$ cat config.mk
export PLATFORM = sky130hd
export DESIGN_NAME = pcfg_regs
export DESIGN_NICKNAME = d
export VERILOG_FILES = /design/src/rtl/pcfg_pkg.sv /design/src/rtl/pcfg_crc_if.sv /design/src/rtl/pcfg_crc_engine.sv /design/src/rtl/pcfg_regs.sv
export SDC_FILE = /design/constraint.sdc
export NUM_CORES = 1
export LEC_CHECK = 0
export ABC_AREA = 1
export BUFFER_PORTS_ARGS = -buffer_cell sky130_fd_sc_hd__buf_2
export CAP_MARGIN = 25
export CORE_AREA = 5 5 342 344
export CTS_BUF_LIST = sky130_fd_sc_hd__clkbuf_2 sky130_fd_sc_hd__clkbuf_4 sky130_fd_sc_hd__clkbuf_8
export DETAILED_ROUTE_END_ITERATION = 16
export DIE_AREA = 0 0 347 349
export PLACE_DENSITY = 0.49
export SYNTH_ARGS = -nofsm -noshare
export SYNTH_HDL_FRONTEND = slang
export SYNTH_SLANG_ARGS = --single-unit
export TNS_END_PERCENT = 100
$ cat constraint.sdc
create_clock -name clock_i -period 24.3 [get_ports clock_i]
set_input_delay 4.86 -clock clock_i [delete_from_list [all_inputs] [get_ports clock_i]]
set_output_delay 4.86 -clock clock_i [all_outputs]
set_load 0.01 [all_outputs]
$ cat src/rtl/pcfg_pkg.sv
/*
  Constants for the configuration bank: commands, fields, masks, states.
  Assumes SET_W-wide settings, checksummed in index order.
*/
package pcfg_pkg;

  // ********
  // sizes
  // ********
  localparam int NSET = 13;
  localparam int SET_W = 16;
  localparam int ADDR_W = 7;
  localparam int CRC_NWORDS = NSET + 1;
  localparam int CRC_IDX_W = 4;

  // ********
  // command codes
  // ********
  localparam logic [7:0] CMD_STRAP = 8'hee;
  localparam logic [7:0] CMD_ADDR = 8'hef;
  localparam logic [7:0] CMD_CRC = 8'hf0;
  localparam logic [7:0] CMD_INJ = 8'hf1;
  localparam logic [7:0] RD_FILL_BYTE = 8'hff;
  localparam logic [15:0] RD_FILL_WORD = 16'hffff;

  // ********
  // setting indices
  // ********
  localparam int IDX_STACK = 0;
  localparam int IDX_SYNC = 1;
  localparam int IDX_COMP = 2;
  localparam int IDX_ADDR = 3;
  localparam int IDX_PHASE = 4;
  localparam int IDX_RAMP = 5;
  localparam int IDX_OC_TRIP = 6;
  localparam int IDX_OC_ALERT = 7;
  localparam int IDX_SWITCHING_RATE_SOURCE = 8;
  localparam int IDX_VTARGET = 9;
  localparam int IDX_VDIVIDER = 10;
  localparam int IDX_VCEIL = 11;
  localparam int IDX_VFLOOR = 12;

  // ********
  // strap priority selector fields
  // ********
  localparam int STRAP_STACK_BIT = 12;
  localparam int STRAP_SYNC_BIT = 11;
  localparam int STRAP_COMP_BIT = 9;
  localparam int STRAP_ADDR_BIT = 8;
  localparam int STRAP_PHASE_BIT = 5;
  localparam int STRAP_RAMP_BIT = 3;
  localparam int STRAP_OC_BIT = 2;
  localparam int STRAP_SWITCHING_RATE_SOURCE_BIT = 1;
  localparam int STRAP_VOUT_BIT = 0;
  localparam logic [15:0] STRAP_USED_MASK = 16'h1f3f;
  localparam logic [15:0] STRAP_RESET = 16'h0000;

  // ********
  // fault injection fields
  // ********
  localparam int INJ_FAULT_PERSIST_BIT = 15;
  localparam int INJ_WARN_PERSIST_BIT = 7;
  localparam logic [15:0] INJ_USED_MASK = 16'hdf9b;
  localparam logic [15:0] INJ_FAULT_MASK = 16'h5f00;
  localparam logic [15:0] INJ_WARN_MASK = 16'h001b;
  localparam logic [15:0] INJ_ANYTIME_MASK = 16'h0900;

  // ********
  // address and checksum
  // ********
  localparam logic [ADDR_W-1:0] RSV_ADDR_A = 7'h0c;
  localparam logic [ADDR_W-1:0] RSV_ADDR_B = 7'h28;
  localparam logic [ADDR_W-1:0] RSV_ADDR_C = 7'h37;
  localparam logic [ADDR_W-1:0] RSV_ADDR_D = 7'h61;
  localparam logic [15:0] CRC_POLY = 16'h8005;
  localparam logic [15:0] CRC_INIT = 16'h0000;

  typedef enum logic [5:0] {
    ST_IDLE = 6'b000001,
    ST_ADDR = 6'b000010,
    ST_CMD = 6'b000100,
    ST_WR = 6'b001000,
    ST_RD = 6'b010000,
    ST_IGN = 6'b100000
  } pcfg_bus_state_type;

  function automatic int strap_bit_of(input int idx);
    case (idx)
      IDX_STACK: strap_bit_of = STRAP_STACK_BIT;
      IDX_SYNC: strap_bit_of = STRAP_SYNC_BIT;
      IDX_COMP: strap_bit_of = STRAP_COMP_BIT;
      IDX_ADDR: strap_bit_of = STRAP_ADDR_BIT;
      IDX_PHASE: strap_bit_of = STRAP_PHASE_BIT;
      IDX_RAMP: strap_bit_of = STRAP_RAMP_BIT;
      IDX_OC_TRIP: strap_bit_of = STRAP_OC_BIT;
      IDX_OC_ALERT: strap_bit_of = STRAP_OC_BIT;
      IDX_SWITCHING_RATE_SOURCE: strap_bit_of = STRAP_SWITCHING_RATE_SOURCE_BIT;
      default: strap_bit_of = STRAP_VOUT_BIT;
    endcase
  endfunction

  function automatic logic is_reserved_addr(input logic [ADDR_W-1:0] a);
    is_reserved_addr = (a == RSV_ADDR_A) || (a == RSV_ADDR_B) ||
                       (a == RSV_ADDR_C) || (a == RSV_ADDR_D);
  endfunction

endpackage

$ cat src/rtl/pcfg_crc_if.sv
/*
  Carrier between register bank and checksum engine.
  Assumes one clock; the user side supplies words by index.
*/
`timescale 1ns/10ps
interface pcfg_crc_if #(
  parameter int IDX_W = 4
);
  logic start;
  logic busy;
  logic done;
  logic [IDX_W-1:0] idx;
  logic [15:0] word;
  logic [15:0] crc;

  modport eng (input start, input word, output busy, output done, output idx, output crc);
  modport user (output start, output word, input busy, input done, input idx, input crc);
endinterface

$ cat src/rtl/pcfg_crc_engine.sv
/*
  Bit-serial checksum engine, one bit a cycle over CRC_NWORDS words.
  Assumes word[idx] is presented combinationally.
*/
`timescale 1ns/10ps
module pcfg_crc_engine (
  input wire logic clock_i,        // device clock
  input wire logic rst_i,          // async reset, active high
  pcfg_crc_if.eng crc_port         // start, word feed, result
);

  typedef struct packed {
    logic busy;
    logic done;
    logic [pcfg_pkg::CRC_IDX_W-1:0] idx;
    logic [3:0] bitc;
    logic [15:0] acc;
    logic [15:0] crc;
  } pcfg_crc_state_type;

  pcfg_crc_state_type s_q;
  pcfg_crc_state_type s_d;
  logic fb;

  always_comb
  begin
    s_d = s_q;
    s_d.done = 1'b0;
    fb = s_q.acc[15] ^ crc_port.word[~s_q.bitc];
    if (crc_port.start)
    begin
      // a fresh request restarts a walk in progress
      s_d.busy = 1'b1;
      s_d.idx = '0;
      s_d.bitc = '0;
      s_d.acc = pcfg_pkg::CRC_INIT;
    end
    else if (s_q.busy)
    begin
      s_d.acc = {s_q.acc[14:0], 1'b0} ^ (fb ? pcfg_pkg::CRC_POLY : 16'h0000);
      s_d.bitc = s_q.bitc + 4'd1;
      if (s_q.bitc == 4'hf)
      begin
        if (s_q.idx == pcfg_pkg::CRC_IDX_W'(pcfg_pkg::CRC_NWORDS - 1))
        begin
          s_d.busy = 1'b0;
          s_d.done = 1'b1;
          s_d.crc = s_d.acc;
        end
        else
        begin
          s_d.idx = s_q.idx + 1'b1;
        end
      end
    end
  end

  always_ff @(posedge clock_i or posedge rst_i)
  begin
    if (rst_i)
    begin
      s_q <= '0;
    end
    else
    begin
      s_q <= s_d;
    end
  end

  assign crc_port.busy = s_q.busy;
  assign crc_port.done = s_q.done;
  assign crc_port.idx = s_q.idx;
  assign crc_port.crc = s_q.crc;

endmodule

$ cat src/rtl/pcfg_regs.sv
/*
  Configuration registers behind the bus pins, with a serial slave engine
  sampling scl and sda on the device clock.
  Assumes open-drain bus lines resolved outside, stable stored and strapped
  settings, and one-cycle restore, store-done and fault-response pulses.
*/
`timescale 1ns/10ps

// Functional notes
// - selector bit 12 picks strap or stored source for multiphase arrangement
// - selector bit 11 picks strap or stored source for clock-follow setup
// - selector bit 9 picks strap or stored loop compensation
// - selector bit 8 picks strap or stored bus target address
// - selector bit 5 picks strap or stored phase offset setting
// - selector bit 3 picks strap or stored soft-start ramp time
// - selector bit 2 picks strap or stored overcurrent trip and alert levels
// - selector bit 1 picks strap or stored switching rate
// - selector bit 0 picks strap or stored output voltage group
// - selector choices apply at power-on and at every restore command
// - identifier is one byte, 7-bit address, bit 7 reads zero
// - a new address is answered from the next transaction on
// - reserved addresses 0x0C, 0x28, 0x37, 0x61 are refused as invalid
// - read-only word gives CRC-16, polynomial 0x8005, over stored settings then stored selector
// - checksum recomputed at boot and after each store or restore
// - each injection bit forces its detector output, several at once
// - injection register is word wide, word access, not stored
// - bit 15 clear: injected faults drop after one fault response
// - bit 7 clear: injected warnings drop after one fault response
// - only input lockout and output overvoltage act while conversion is off
// - injection bit map for faults 14,12..8 and warnings 4,3,1,0
module pcfg_regs #(
  parameter int NSET = pcfg_pkg::NSET,
  parameter int SET_W = pcfg_pkg::SET_W
) (
  input wire logic clock_i,                               // device clock
  input wire logic rst_i,                                 // async reset, active high
  input wire logic scl_i,                                 // bus clock pin
  input wire logic sda_i,                                 // bus data pin level
  output logic sda_o,                                     // bus data drive value
  output logic sda_oe_n_o,                                // low while pulling sda
  input wire logic [NSET-1:0][SET_W-1:0] nvm_set_i,       // stored settings
  input wire logic [NSET-1:0][SET_W-1:0] pin_set_i,       // pin-detected settings
  input wire logic [15:0] nvm_strap_i,                    // stored selector
  input wire logic load_req_i,                            // restore user settings
  input wire logic store_done_i,                          // store finished
  input wire logic conv_en_i,                             // conversion enabled
  input wire logic fault_response_i,                      // one fault response done
  output logic [NSET-1:0][SET_W-1:0] set_o,               // active settings
  output logic [SET_W-1:0] multiphase_arrangement_o,      // stack setting
  output logic [SET_W-1:0] clock_follow_setup_o,          // sync setting
  output logic [SET_W-1:0] loop_compensation_setting_o,   // compensation
  output logic [SET_W-1:0] phase_offset_setting_o,        // phase_offset_setting
  output logic [SET_W-1:0] soft_start_ramp_time_o,        // ramp time
  output logic [SET_W-1:0] overcurrent_trip_level_o,      // oc fault level
  output logic [SET_W-1:0] overcurrent_alert_level_o,     // oc warn level
  output logic [SET_W-1:0] switching_rate_source_o,       // switching rate
  output logic [SET_W-1:0] output_voltage_target_o,       // vout target
  output logic [SET_W-1:0] feedback_divider_ratio_o,      // divider ratio
  output logic [SET_W-1:0] output_voltage_ceiling_o,      // vout ceiling
  output logic [SET_W-1:0] output_voltage_floor_o,        // vout floor
  output logic [pcfg_pkg::ADDR_W-1:0] bus_addr_o,         // current target address
  output logic [15:0] strap_sel_o,                        // selector value
  output logic [15:0] settings_crc_o,                     // checksum value
  output logic crc_busy_o,                                // checksum walk running
  output logic [15:0] inject_force_o,                     // forced detector outputs
  output logic invalid_data_o                             // refused write, pulse
);

  // ********
  // state
  // ********
  typedef struct packed {
    logic scl_s1;
    logic scl_s2;
    logic scl_p;
    logic sda_s1;
    logic sda_s2;
    logic sda_p;
    pcfg_pkg::pcfg_bus_state_type state;
    logic [3:0] bit_cnt;
    logic ack_ph;
    logic mnack;
    logic drive;
    logic [7:0] sh;
    logic [7:0] tx;
    logic [7:0] cmd;
    logic [1:0] wcnt;
    logic [1:0] byte_idx;
    logic [15:0] wbuf;
    logic [15:0] rword;
    logic [15:0] strap;
    logic [NSET-1:0][SET_W-1:0] set;
    logic [15:0] inject;
    logic [15:0] force_out;
    logic boot;
    logic crc_go;
    logic invalid;
  } pcfg_top_state_type;

  pcfg_top_state_type r_q;
  pcfg_top_state_type r_d;
  logic rise;
  logic fall;
  logic start_cond;
  logic stop_cond;
  logic [7:0] rd_byte;
  logic [15:0] rd_word;
  logic word_cmd;
  logic [pcfg_pkg::ADDR_W-1:0] my_addr;

  pcfg_crc_if #(.IDX_W(pcfg_pkg::CRC_IDX_W)) crc_if ();

  pcfg_crc_engine u_crc (
    .clock_i(clock_i),
    .rst_i(rst_i),
    .crc_port(crc_if.eng)
  );

  // ********
  // checksum feed
  // ********
  assign crc_if.start = r_q.crc_go;
  assign crc_if.word = (crc_if.idx < pcfg_pkg::CRC_IDX_W'(NSET)) ? nvm_set_i[crc_if.idx] :
                       nvm_strap_i;

  // ********
  // read data selection
  // ********
  assign my_addr = r_q.set[pcfg_pkg::IDX_ADDR][pcfg_pkg::ADDR_W-1:0];
  assign word_cmd = (r_q.cmd != pcfg_pkg::CMD_ADDR);

  always_comb
  begin
    case (r_q.cmd)
      pcfg_pkg::CMD_STRAP: rd_word = r_q.strap;
      pcfg_pkg::CMD_ADDR: rd_word = {9'h000, my_addr};
      pcfg_pkg::CMD_CRC: rd_word = crc_if.crc;
      pcfg_pkg::CMD_INJ: rd_word = r_q.inject;
      default: rd_word = pcfg_pkg::RD_FILL_WORD;
    endcase
    if (r_q.byte_idx == 2'd0)
    begin
      rd_byte = r_q.rword[7:0];
    end
    else if (r_q.byte_idx == 2'd1 && word_cmd)
    begin
      rd_byte = r_q.rword[15:8];
    end
    else
    begin
      rd_byte = pcfg_pkg::RD_FILL_BYTE;
    end
  end

  // ********
  // next state
  // ********
  assign rise = r_q.scl_s2 & ~r_q.scl_p;
  assign fall = ~r_q.scl_s2 & r_q.scl_p;
  assign start_cond = r_q.scl_s2 & r_q.scl_p & r_q.sda_p & ~r_q.sda_s2;
  assign stop_cond = r_q.scl_s2 & r_q.scl_p & ~r_q.sda_p & r_q.sda_s2;

  always_comb
  begin
    r_d = r_q;
    r_d.invalid = 1'b0;
    r_d.crc_go = 1'b0;
    r_d.scl_s1 = scl_i;
    r_d.scl_s2 = r_q.scl_s1;
    r_d.scl_p = r_q.scl_s2;
    r_d.sda_s1 = sda_i;
    r_d.sda_s2 = r_q.sda_s1;
    r_d.sda_p = r_q.sda_s2;

    // power-on and restore load with strap priority
    if (r_q.boot || load_req_i)
    begin
      r_d.boot = 1'b0;
      r_d.strap = nvm_strap_i & pcfg_pkg::STRAP_USED_MASK;
      for (int i = 0; i < NSET; i++)
      begin
        r_d.set[i] = nvm_strap_i[pcfg_pkg::strap_bit_of(i)] ? pin_set_i[i] : nvm_set_i[i];
      end
      r_d.crc_go = 1'b1;
    end
    if (store_done_i)
    begin
      r_d.crc_go = 1'b1;
    end

    // auto clear of injections after a fault response
    if (fault_response_i)
    begin
      if (!r_q.inject[pcfg_pkg::INJ_FAULT_PERSIST_BIT])
      begin
        r_d.inject = r_d.inject & ~pcfg_pkg::INJ_FAULT_MASK;
      end
      if (!r_q.inject[pcfg_pkg::INJ_WARN_PERSIST_BIT])
      begin
        r_d.inject = r_d.inject & ~pcfg_pkg::INJ_WARN_MASK;
      end
    end

    // forced detector outputs
    r_d.force_out = r_q.inject & (conv_en_i ? (pcfg_pkg::INJ_FAULT_MASK | pcfg_pkg::INJ_WARN_MASK)
                                            : pcfg_pkg::INJ_ANYTIME_MASK);

    // serial slave engine
    if (start_cond)
    begin
      r_d.state = pcfg_pkg::ST_ADDR;
      r_d.bit_cnt = 4'd0;
      r_d.ack_ph = 1'b0;
      r_d.mnack = 1'b0;
      r_d.drive = 1'b0;
    end
    else if (stop_cond)
    begin
      if (r_q.state == pcfg_pkg::ST_WR)
      begin
        // commit at stop; a write here beats the response clear above
        case (r_q.cmd)
          pcfg_pkg::CMD_STRAP:
          begin
            if (r_q.wcnt == 2'd2)
            begin
              r_d.strap = r_q.wbuf & pcfg_pkg::STRAP_USED_MASK;
            end
            else
            begin
              r_d.invalid = 1'b1;
            end
          end
          pcfg_pkg::CMD_ADDR:
          begin
            if (r_q.wcnt == 2'd1 && !pcfg_pkg::is_reserved_addr(r_q.wbuf[6:0]))
            begin
              r_d.set[pcfg_pkg::IDX_ADDR] = SET_W'(r_q.wbuf[pcfg_pkg::ADDR_W-1:0]);
            end
            else
            begin
              r_d.invalid = 1'b1;
            end
          end
          pcfg_pkg::CMD_INJ:
          begin
            if (r_q.wcnt == 2'd2)
            begin
              r_d.inject = r_q.wbuf & pcfg_pkg::INJ_USED_MASK;
            end
            else
            begin
              r_d.invalid = 1'b1;
            end
          end
          pcfg_pkg::CMD_CRC:
          begin
            r_d.invalid = 1'b1;
          end
          default:
          begin
          end
        endcase
      end
      r_d.state = pcfg_pkg::ST_IDLE;
      r_d.drive = 1'b0;
      r_d.ack_ph = 1'b0;
    end
    else if (rise)
    begin
      if (r_q.ack_ph)
      begin
        if (r_q.state == pcfg_pkg::ST_RD)
        begin
          r_d.mnack = r_q.sda_s2;
        end
      end
      else if (r_q.bit_cnt < 4'd8 && r_q.state != pcfg_pkg::ST_IDLE &&
               r_q.state != pcfg_pkg::ST_IGN)
      begin
        r_d.sh = {r_q.sh[6:0], r_q.sda_s2};
        r_d.bit_cnt = r_q.bit_cnt + 4'd1;
      end
    end
    else if (fall)
    begin
      if (r_q.ack_ph)
      begin
        r_d.ack_ph = 1'b0;
        r_d.drive = 1'b0;
        r_d.bit_cnt = 4'd0;
        if (r_q.state == pcfg_pkg::ST_RD)
        begin
          if (r_q.mnack)
          begin
            r_d.state = pcfg_pkg::ST_IGN;
          end
          else
          begin
            r_d.tx = rd_byte;
            r_d.drive = ~rd_byte[7];
            r_d.byte_idx = (r_q.byte_idx == 2'd3) ? 2'd3 : r_q.byte_idx + 2'd1;
          end
        end
      end
      else if (r_q.bit_cnt == 4'd8)
      begin
        case (r_q.state)
          pcfg_pkg::ST_ADDR:
          begin
            if (r_q.sh[7:1] == my_addr)
            begin
              r_d.ack_ph = 1'b1;
              r_d.drive = 1'b1;
              if (r_q.sh[0])
              begin
                r_d.state = pcfg_pkg::ST_RD;
                r_d.byte_idx = 2'd0;
                r_d.rword = rd_word;
              end
              else
              begin
                r_d.state = pcfg_pkg::ST_CMD;
              end
            end
            else
            begin
              r_d.state = pcfg_pkg::ST_IGN;
            end
          end
          pcfg_pkg::ST_CMD:
          begin
            r_d.cmd = r_q.sh;
            r_d.wcnt = 2'd0;
            r_d.state = pcfg_pkg::ST_WR;
            r_d.ack_ph = 1'b1;
            r_d.drive = 1'b1;
          end
          pcfg_pkg::ST_WR:
          begin
            // low byte first
            if (r_q.wcnt == 2'd0)
            begin
              r_d.wbuf[7:0] = r_q.sh;
            end
            else if (r_q.wcnt == 2'd1)
            begin
              r_d.wbuf[15:8] = r_q.sh;
            end
            r_d.wcnt = (r_q.wcnt == 2'd3) ? 2'd3 : r_q.wcnt + 2'd1;
            r_d.ack_ph = 1'b1;
            r_d.drive = 1'b1;
          end
          pcfg_pkg::ST_RD:
          begin
            r_d.ack_ph = 1'b1;
            r_d.drive = 1'b0;
          end
          default:
          begin
          end
        endcase
      end
      else if (r_q.state == pcfg_pkg::ST_RD && r_q.bit_cnt != 4'd0)
      begin
        r_d.tx = {r_q.tx[6:0], 1'b0};
        r_d.drive = ~r_q.tx[6];
      end
    end
  end

  always_ff @(posedge clock_i or posedge rst_i)
  begin
    if (rst_i)
    begin
      r_q <= '0;
      r_q.state <= pcfg_pkg::ST_IDLE;
      r_q.strap <= pcfg_pkg::STRAP_RESET;
      r_q.boot <= 1'b1;
    end
    else
    begin
      r_q <= r_d;
    end
  end

  // ********
  // outputs
  // ********
  assign sda_o = 1'b0;
  assign sda_oe_n_o = ~r_q.drive;
  assign set_o = r_q.set;
  assign multiphase_arrangement_o = r_q.set[pcfg_pkg::IDX_STACK];
  assign clock_follow_setup_o = r_q.set[pcfg_pkg::IDX_SYNC];
  assign loop_compensation_setting_o = r_q.set[pcfg_pkg::IDX_COMP];
  assign phase_offset_setting_o = r_q.set[pcfg_pkg::IDX_PHASE];
  assign soft_start_ramp_time_o = r_q.set[pcfg_pkg::IDX_RAMP];
  assign overcurrent_trip_level_o = r_q.set[pcfg_pkg::IDX_OC_TRIP];
  assign overcurrent_alert_level_o = r_q.set[pcfg_pkg::IDX_OC_ALERT];
  assign switching_rate_source_o = r_q.set[pcfg_pkg::IDX_SWITCHING_RATE_SOURCE];
  assign output_voltage_target_o = r_q.set[pcfg_pkg::IDX_VTARGET];
  assign feedback_divider_ratio_o = r_q.set[pcfg_pkg::IDX_VDIVIDER];
  assign output_voltage_ceiling_o = r_q.set[pcfg_pkg::IDX_VCEIL];
  assign output_voltage_floor_o = r_q.set[pcfg_pkg::IDX_VFLOOR];
  assign bus_addr_o = my_addr;
  assign strap_sel_o = r_q.strap;
  assign settings_crc_o = crc_if.crc;
  assign crc_busy_o = crc_if.busy;
  assign inject_force_o = r_q.force_out;
  assign invalid_data_o = r_q.invalid;

endmodule

Word-level counts from Yosys, hierarchy flattened

Index checks and enable logic that the tools add are counted.

Add/subtract/negate cells: 5
Order comparisons: 13
Eq/ne operators: 36
Multiplexer cells: 153
Bitwise operators: 24
Reductions and logical operators: 48

Operators with widths:

| kind                                                | count |
|---|---|
| 2-to-1 mux 16 bit                                   | 37 |
| < comparator 32 x 6 -> 1 bit, second input constant | 9 |
| 2-to-1 mux 32 bit                                   | 9 |
| 2-to-1 mux 224 bit                                  | 1 |
| 2-to-1 mux 8 bit                                    | 11 |
| binary-select mux 16 bit (select 4 bit)             | 1 |
| one-hot mux 16 bit (4 select lines)                 | 1 |
| 2-to-1 mux 6 bit                                    | 8 |
| 2-to-1 mux 1 bit                                    | 45 |
| 2-to-1 mux 15 bit                                   | 3 |
| 2-to-1 mux 44 bit                                   | 1 |
| 2-to-1 mux 42 bit                                   | 1 |
| binary-select mux 1 bit (select 4 bit)              | 10 |
| equality test 8 bit, second input constant          | 4 |
| 2-to-1 mux 24 bit                                   | 1 |
| 2-to-1 mux 4 bit                                    | 6 |
| nonzero test 2 bit                                  | 11 |
| 2-to-1 mux 2 bit                                    | 9 |
| AND reduction 9 bit                                 | 2 |
| AND 16 x 15 -> 16 bit                               | 1 |
| AND reduction 8 bit                                 | 2 |
| bitwise XOR 16 bit                                  | 1 |
| AND reduction 5 bit                                 | 3 |
| equality test 7 x 6 -> 1 bit, second input constant | 2 |
| other kinds (50)                                    | 100 |

Bits in registers: 379
Bits of input ports: 440
Output and inout port bits: 459
Word-level logic and storage cells: 322

Logic depth before layout (Yosys ltp)

Word-level depth: 12
Depth in mapped cells: 21
Depth with buffers taken out: 18

Modules after synthesis

Synthesis repeated with hierarchy kept, for this count alone.

Cells, all modules: 3096
Area, all modules: 22912.0 um2

Modules (own cells, without submodules):

| module          | instances | cells an instance | area an instance (um2) | sequential area each (um2) |
|---|---|---|---|---|
| pcfg_regs       | 1         | 2855              | 20856.3                | 8160.3 |
| pcfg_crc_engine | 1         | 241               | 2055.7                 | 1051.0 |

Least setup slack after synthesis

OpenSTA, ideal clock, no wires.

Path kind: in2reg
Start: input port nvm_strap_i[12]
End: register u_crc.s_q, in the netlist u_crc.crc_port.crc[15]
Setup time: 0.118 ns
Arrival: 6.129 ns
Data required time: 24.182 ns
Path slack: 18.053 ns
Stages on the path: 14
Buffers on the path: 1
Cells stage by stage: clkbuf_1 -> clkinv_1 -> a21oi_1 -> nand2_1 -> nand3_1 -> nand3_1 -> nand2_1 -> nand2_1 -> nand2_1 -> nand2_2 -> nand2_2 -> nand2_2 -> nand3_1 -> nand2_1

Cells in the longest elaborated chain, start to end: 6

RTL lines:

| what                                   | line                  | source |
|---|---|---|
| from (decl)                            | pcfg_regs.sv:43       | `input wire logic [15:0] nvm_strap_i,` |
| 2-to-1 mux 16 bit                      | pcfg_regs.sv:123      | `assign crc_if.word = (crc_if.idx < pcfg_pkg::CRC_IDX_W'(NSET)) ? nvm_set_i[crc_if.idx] :` |
| binary-select mux 1 bit (select 4 bit) | pcfg_crc_engine.sv:29 | `fb = s_q.acc[15] ^ crc_port.word[~s_q.bitc];` |
| 2-to-1 mux 1 bit (implied by the code) | pcfg_crc_engine.sv:29 |  |
| bitwise XOR 1 bit                      | pcfg_crc_engine.sv:29 |  |
| 2-to-1 mux 16 bit                      | pcfg_crc_engine.sv:40 | `s_d.acc = {s_q.acc[14:0], 1'b0} ^ (fb ? pcfg_pkg::CRC_POLY : 16'h0000);` |
| bitwise XOR 16 bit                     | pcfg_crc_engine.sv:40 |  |
| to (signal assigned)                   | pcfg_crc_engine.sv:62 | `s_q <= '0;` |
| to (signal assigned)                   | pcfg_crc_engine.sv:66 | `s_q <= s_d;` |
| to (decl)                              | pcfg_crc_engine.sv:21 | `pcfg_crc_state_type s_q;` |

Every way passes these cells. The select of a mux whose other input is x is not followed.
A chain may end at the register's enable or synchronous reset.

Final worst setup path

Start: input port load_req_i
End: register r_q, in the netlist phase_offset_setting_o[10]

Cells in the longest elaborated chain, start to end: 1

RTL lines:

| what                 | line             | source |
|---|---|---|
| from (decl)          | pcfg_regs.sv:44  | `input wire logic load_req_i,` |
| logical OR 1 bit     | pcfg_regs.sv:176 | `if (r_q.boot \|\| load_req_i)` |
| to (signal assigned) | pcfg_regs.sv:383 | `r_q <= r_d;` |
| to (decl)            | pcfg_regs.sv:100 | `pcfg_top_state_type r_q;` |

Every way passes these cells.

==> summary.md <==
| Metric | Value |
|---|---|
| Cell variety after synth | `46` |
| Reg area | `9194 sq um` |
| Die Area | `121,100 sq um` |
| Routed wire length per instance | `26.89 um` |
| Final hold vios | `0` |
| Avg Inst Size Synth | `between 7 and 8 sq um` |
| # nets final | `3,902` |
| Clock slew at reported path FFs | `0.06 ns` |
| Power Dens Cells | `~67 nW/um^2` |
| Cells on worst reg2reg path | `17` |
| Yosys reg bits | `367` |
| Final Cycle Share | `28.64%` |
| Total grt overflow | `0` |
| Fin. max-slew vios | `0` |
| Async S/R FF share, synth | `100.0%` |
| Worst path required time | `24.91 ns` |
| Routed length on met3 | `13,250 um` |
| Layout Utilization | `23.61%` |
| CTS tree | `done` |
| Share of cells above drive strength 1 | `30.70%` |
| Total negative slack | `0 ns` |
| Cells after synthesis | `3,064` |
| Worst Skew | `0.03995 ns` |
| Leakage power | `between 10 and 15 nW` |
| Detailed Route Iter0 Violations | `1,857` |
| Final setup viols | `0` |
| R2R Path End | `u_crc.crc_port.crc[15]` |
| Max_slew headroom | `31.04%` |
| Core Area | `113,600 sq um` |
| Hold Path End | `r_d[335]` |
| Max frequency | `~0.14 GHz` |
| Post-synth EDFFs | `0` |
| Placed cells | `4,886` |
| Pin count of the biggest net entering global routing | `146` |
| Uppermost layer routed | `met5` |
| GPL Wtd Cong | `0.9417` |
| Worst hold slack | `0.3430 ns` |
| Startpoint types | `input pin` |
| Outcome | `completed` |
| DRC viols | `0` |
| Post-route minimum period | `6.959 ns` |
| Syn. warnings | `0` |
| R2R Path Start | `u_crc.crc_port.idx[0]` |
| Min-Delay Startpoint | `r_d[336]` |
| Biggest registers after layout | `r_q: 86 flops, u_crc.s_q: 20 flops` |
| R2r setup slk | `around 20 ns` |
| Hold-fix buffers at CTS | `0` |
| Overall Power | `1.808 mW` |
| Main synth FF type | `dfrtp_1` |
| Post-route insts no fill | `5,036` |
| MaxCap Viol Count | `0` |
| Most frequent cells in the layout | `891 x buf_2, 604 x nand2_1, 437 x a21oi_1` |
| RSZ-0062 raised after global routing | `false` |
| Area of the multi-input gates | `approximately 8500 sq um` |
| Ports | `between 800 and 900` |
| CTS Sinks | `~370` |
| Initial Utilization | `19.94%` |
| CTS max path bufs | `3` |
| Initial antenna violation count | `56` |
| H-tree depth | `3` |
| Total GRT Usage | `21.42%` |
| Hold depth | `0` |
| CP Max Fanout | `99` |
| Vias per Instance | `4.459` |
| PortBufs | `between 800 and 900` |
| DRT antenna net count | `0` |
| Largest register FFs | `86` |
| Vias in the first global route | `22,150` |
| Critical path capture point type | `flip-flop` |
| Rows | `124` |
| Register area share after synthesis | `40.57%` |
| Resize count post-CTS | `0` |
| Number of fill cells in the layout | `12,960` |
| Setup Buffers After CTS | `0` |
| HPWL Detailed | `109,000 um` |
| Area grow syn2layout | `18.45%` |
| Most common cell after layout, fill and taps aside | `buf_2` |
| DR WL met2 | `62,570 um` |
| Largest register by flop count | `r_q` |
| WS Path Type | `in2reg` |
| Worst hold path class | `reg2reg` |
| Maximum VDD drop | `34.71 uV` |
| Skew-Pair Late Insertion Delay | `0.73 ns` |
| DRT Pass-1 Iters | `5` |
| Worst-Margin Slew | `1.034 ns` |
| Synthesized area | `22,640 sq um` |
| Die W | `347 um` |
| DR vias | `22,460` |
| Post-Route M1 WL | `53,440 um` |
| Global-route wire length before repair | `182,700 um` |
| Chip height | `349 um` |
| Routed Wire Length | `135,400 um` |
| Cts bufs inserted | `76` |
| Root Driver | `clkbuf_8` |
| CP arrival | `7.57 ns` |
-- stage by stage --
step                area, sq um  setup WS (ns)
finish                    26820          17.34
global placement          25120          16.73
floorplan                 22670          9.255
CTS                       26740          17.47
detailed placement        25130          16.69
global route              26800          17.23
-- cell usage after synthesis, types with 2 or more instances --
cell type,count,share of area (%)
buf_4,466,15
nand2_1,604,10
a41oi_1,2,0.077
clkinv_1,10,0.17
o31ai_1,2,0.066
inv_1,221,3.7
nor3_2,3,0.13
o22ai_1,14,0.39
nor4_1,9,0.25
a21oi_1,437,9.7
nand3_1,147,3.2
o21ai_0,110,2.4
mux2_2,3,0.15
inv_2,3,0.050
nand4_1,8,0.22
dfstp_2,2,0.23
xor2_1,6,0.23
buf_6,7,0.35
a221oi_1,13,0.50
dfrtp_1,365,40
o211ai_1,24,0.80
nor2_1,378,6.3
buf_2,25,0.55
nor3_1,13,0.29
ha_1,9,0.50
o21ai_1,19,0.42
buf_1,7,0.12
clkbuf_1,111,1.8
nand2_2,4,0.11
a31oi_1,10,0.28
o2111ai_1,2,0.077
o221ai_1,16,0.62
-- final cells by class --
class,count,share of cell area (%)
diodes,19,0.1773
clock buffers,112,5.328
flip-flops and latches,367,34.28
inverters,234,3.336
clock inverters,18,0.6812
well taps,1512,7.054
multi-input cells,1854,31.57
repair buffers,920,17.57
-- worst max-delay path by stage --
stage | end | depth (start not counted) | startpoint
global placement | output_voltage_target_o[4] | 7 | load_req_i
CTS | phase_offset_setting_o[10] | 7 | load_req_i
floorplan | bus_addr_o[0] | 1 | rst_i
detailed placement | phase_offset_setting_o[10] | 7 | load_req_i
global route | soft_start_ramp_time_o[12] | 7 | load_req_i
finish | phase_offset_setting_o[10] | 7 | load_req_i
-- worst max-delay path, cell delays in order --
cell and delay (ns):
buf_2 0.11, nor2_4 0.09, inv_8 0.48, buf_4 0.83, buf_4 0.76, nor2_1 0.08, a21oi_1 0.16
-- metal layers --
layer	global-route usage [%]	vias to the layer above
met5	0	-
met3	7.984	205
met2	34.55	1053
met1	25.74	10950
met4	9.051	28
li1	-	10220
-- power by group --
part           internal, mW  switching [mW]  total [mW]
Sequential            0.661          0.0519       0.712
Combinational         0.122           0.249       0.371
Clock                 0.393           0.332       0.724
Total                  1.18           0.632        1.81
-- cells by family (layout without fill, tap and decap cells) --
group                    after synthesis  count (layout)  synth area share, %
XOR/XNOR                               7               7               0.2708
buffers and inverters                850            1284                22.19
AND/OR/NAND/NOR                     1172            1172                20.74
other                                  1              27              0.01656
flip-flops                           367             367                40.57
AO/OA/AOI/OAI                        655             655                15.56
adder cells (fa/ha/maj)                9               9               0.4974
multiplexers                           3               3               0.1492
No activity file was read; power rests on OpenSTA's default activity.
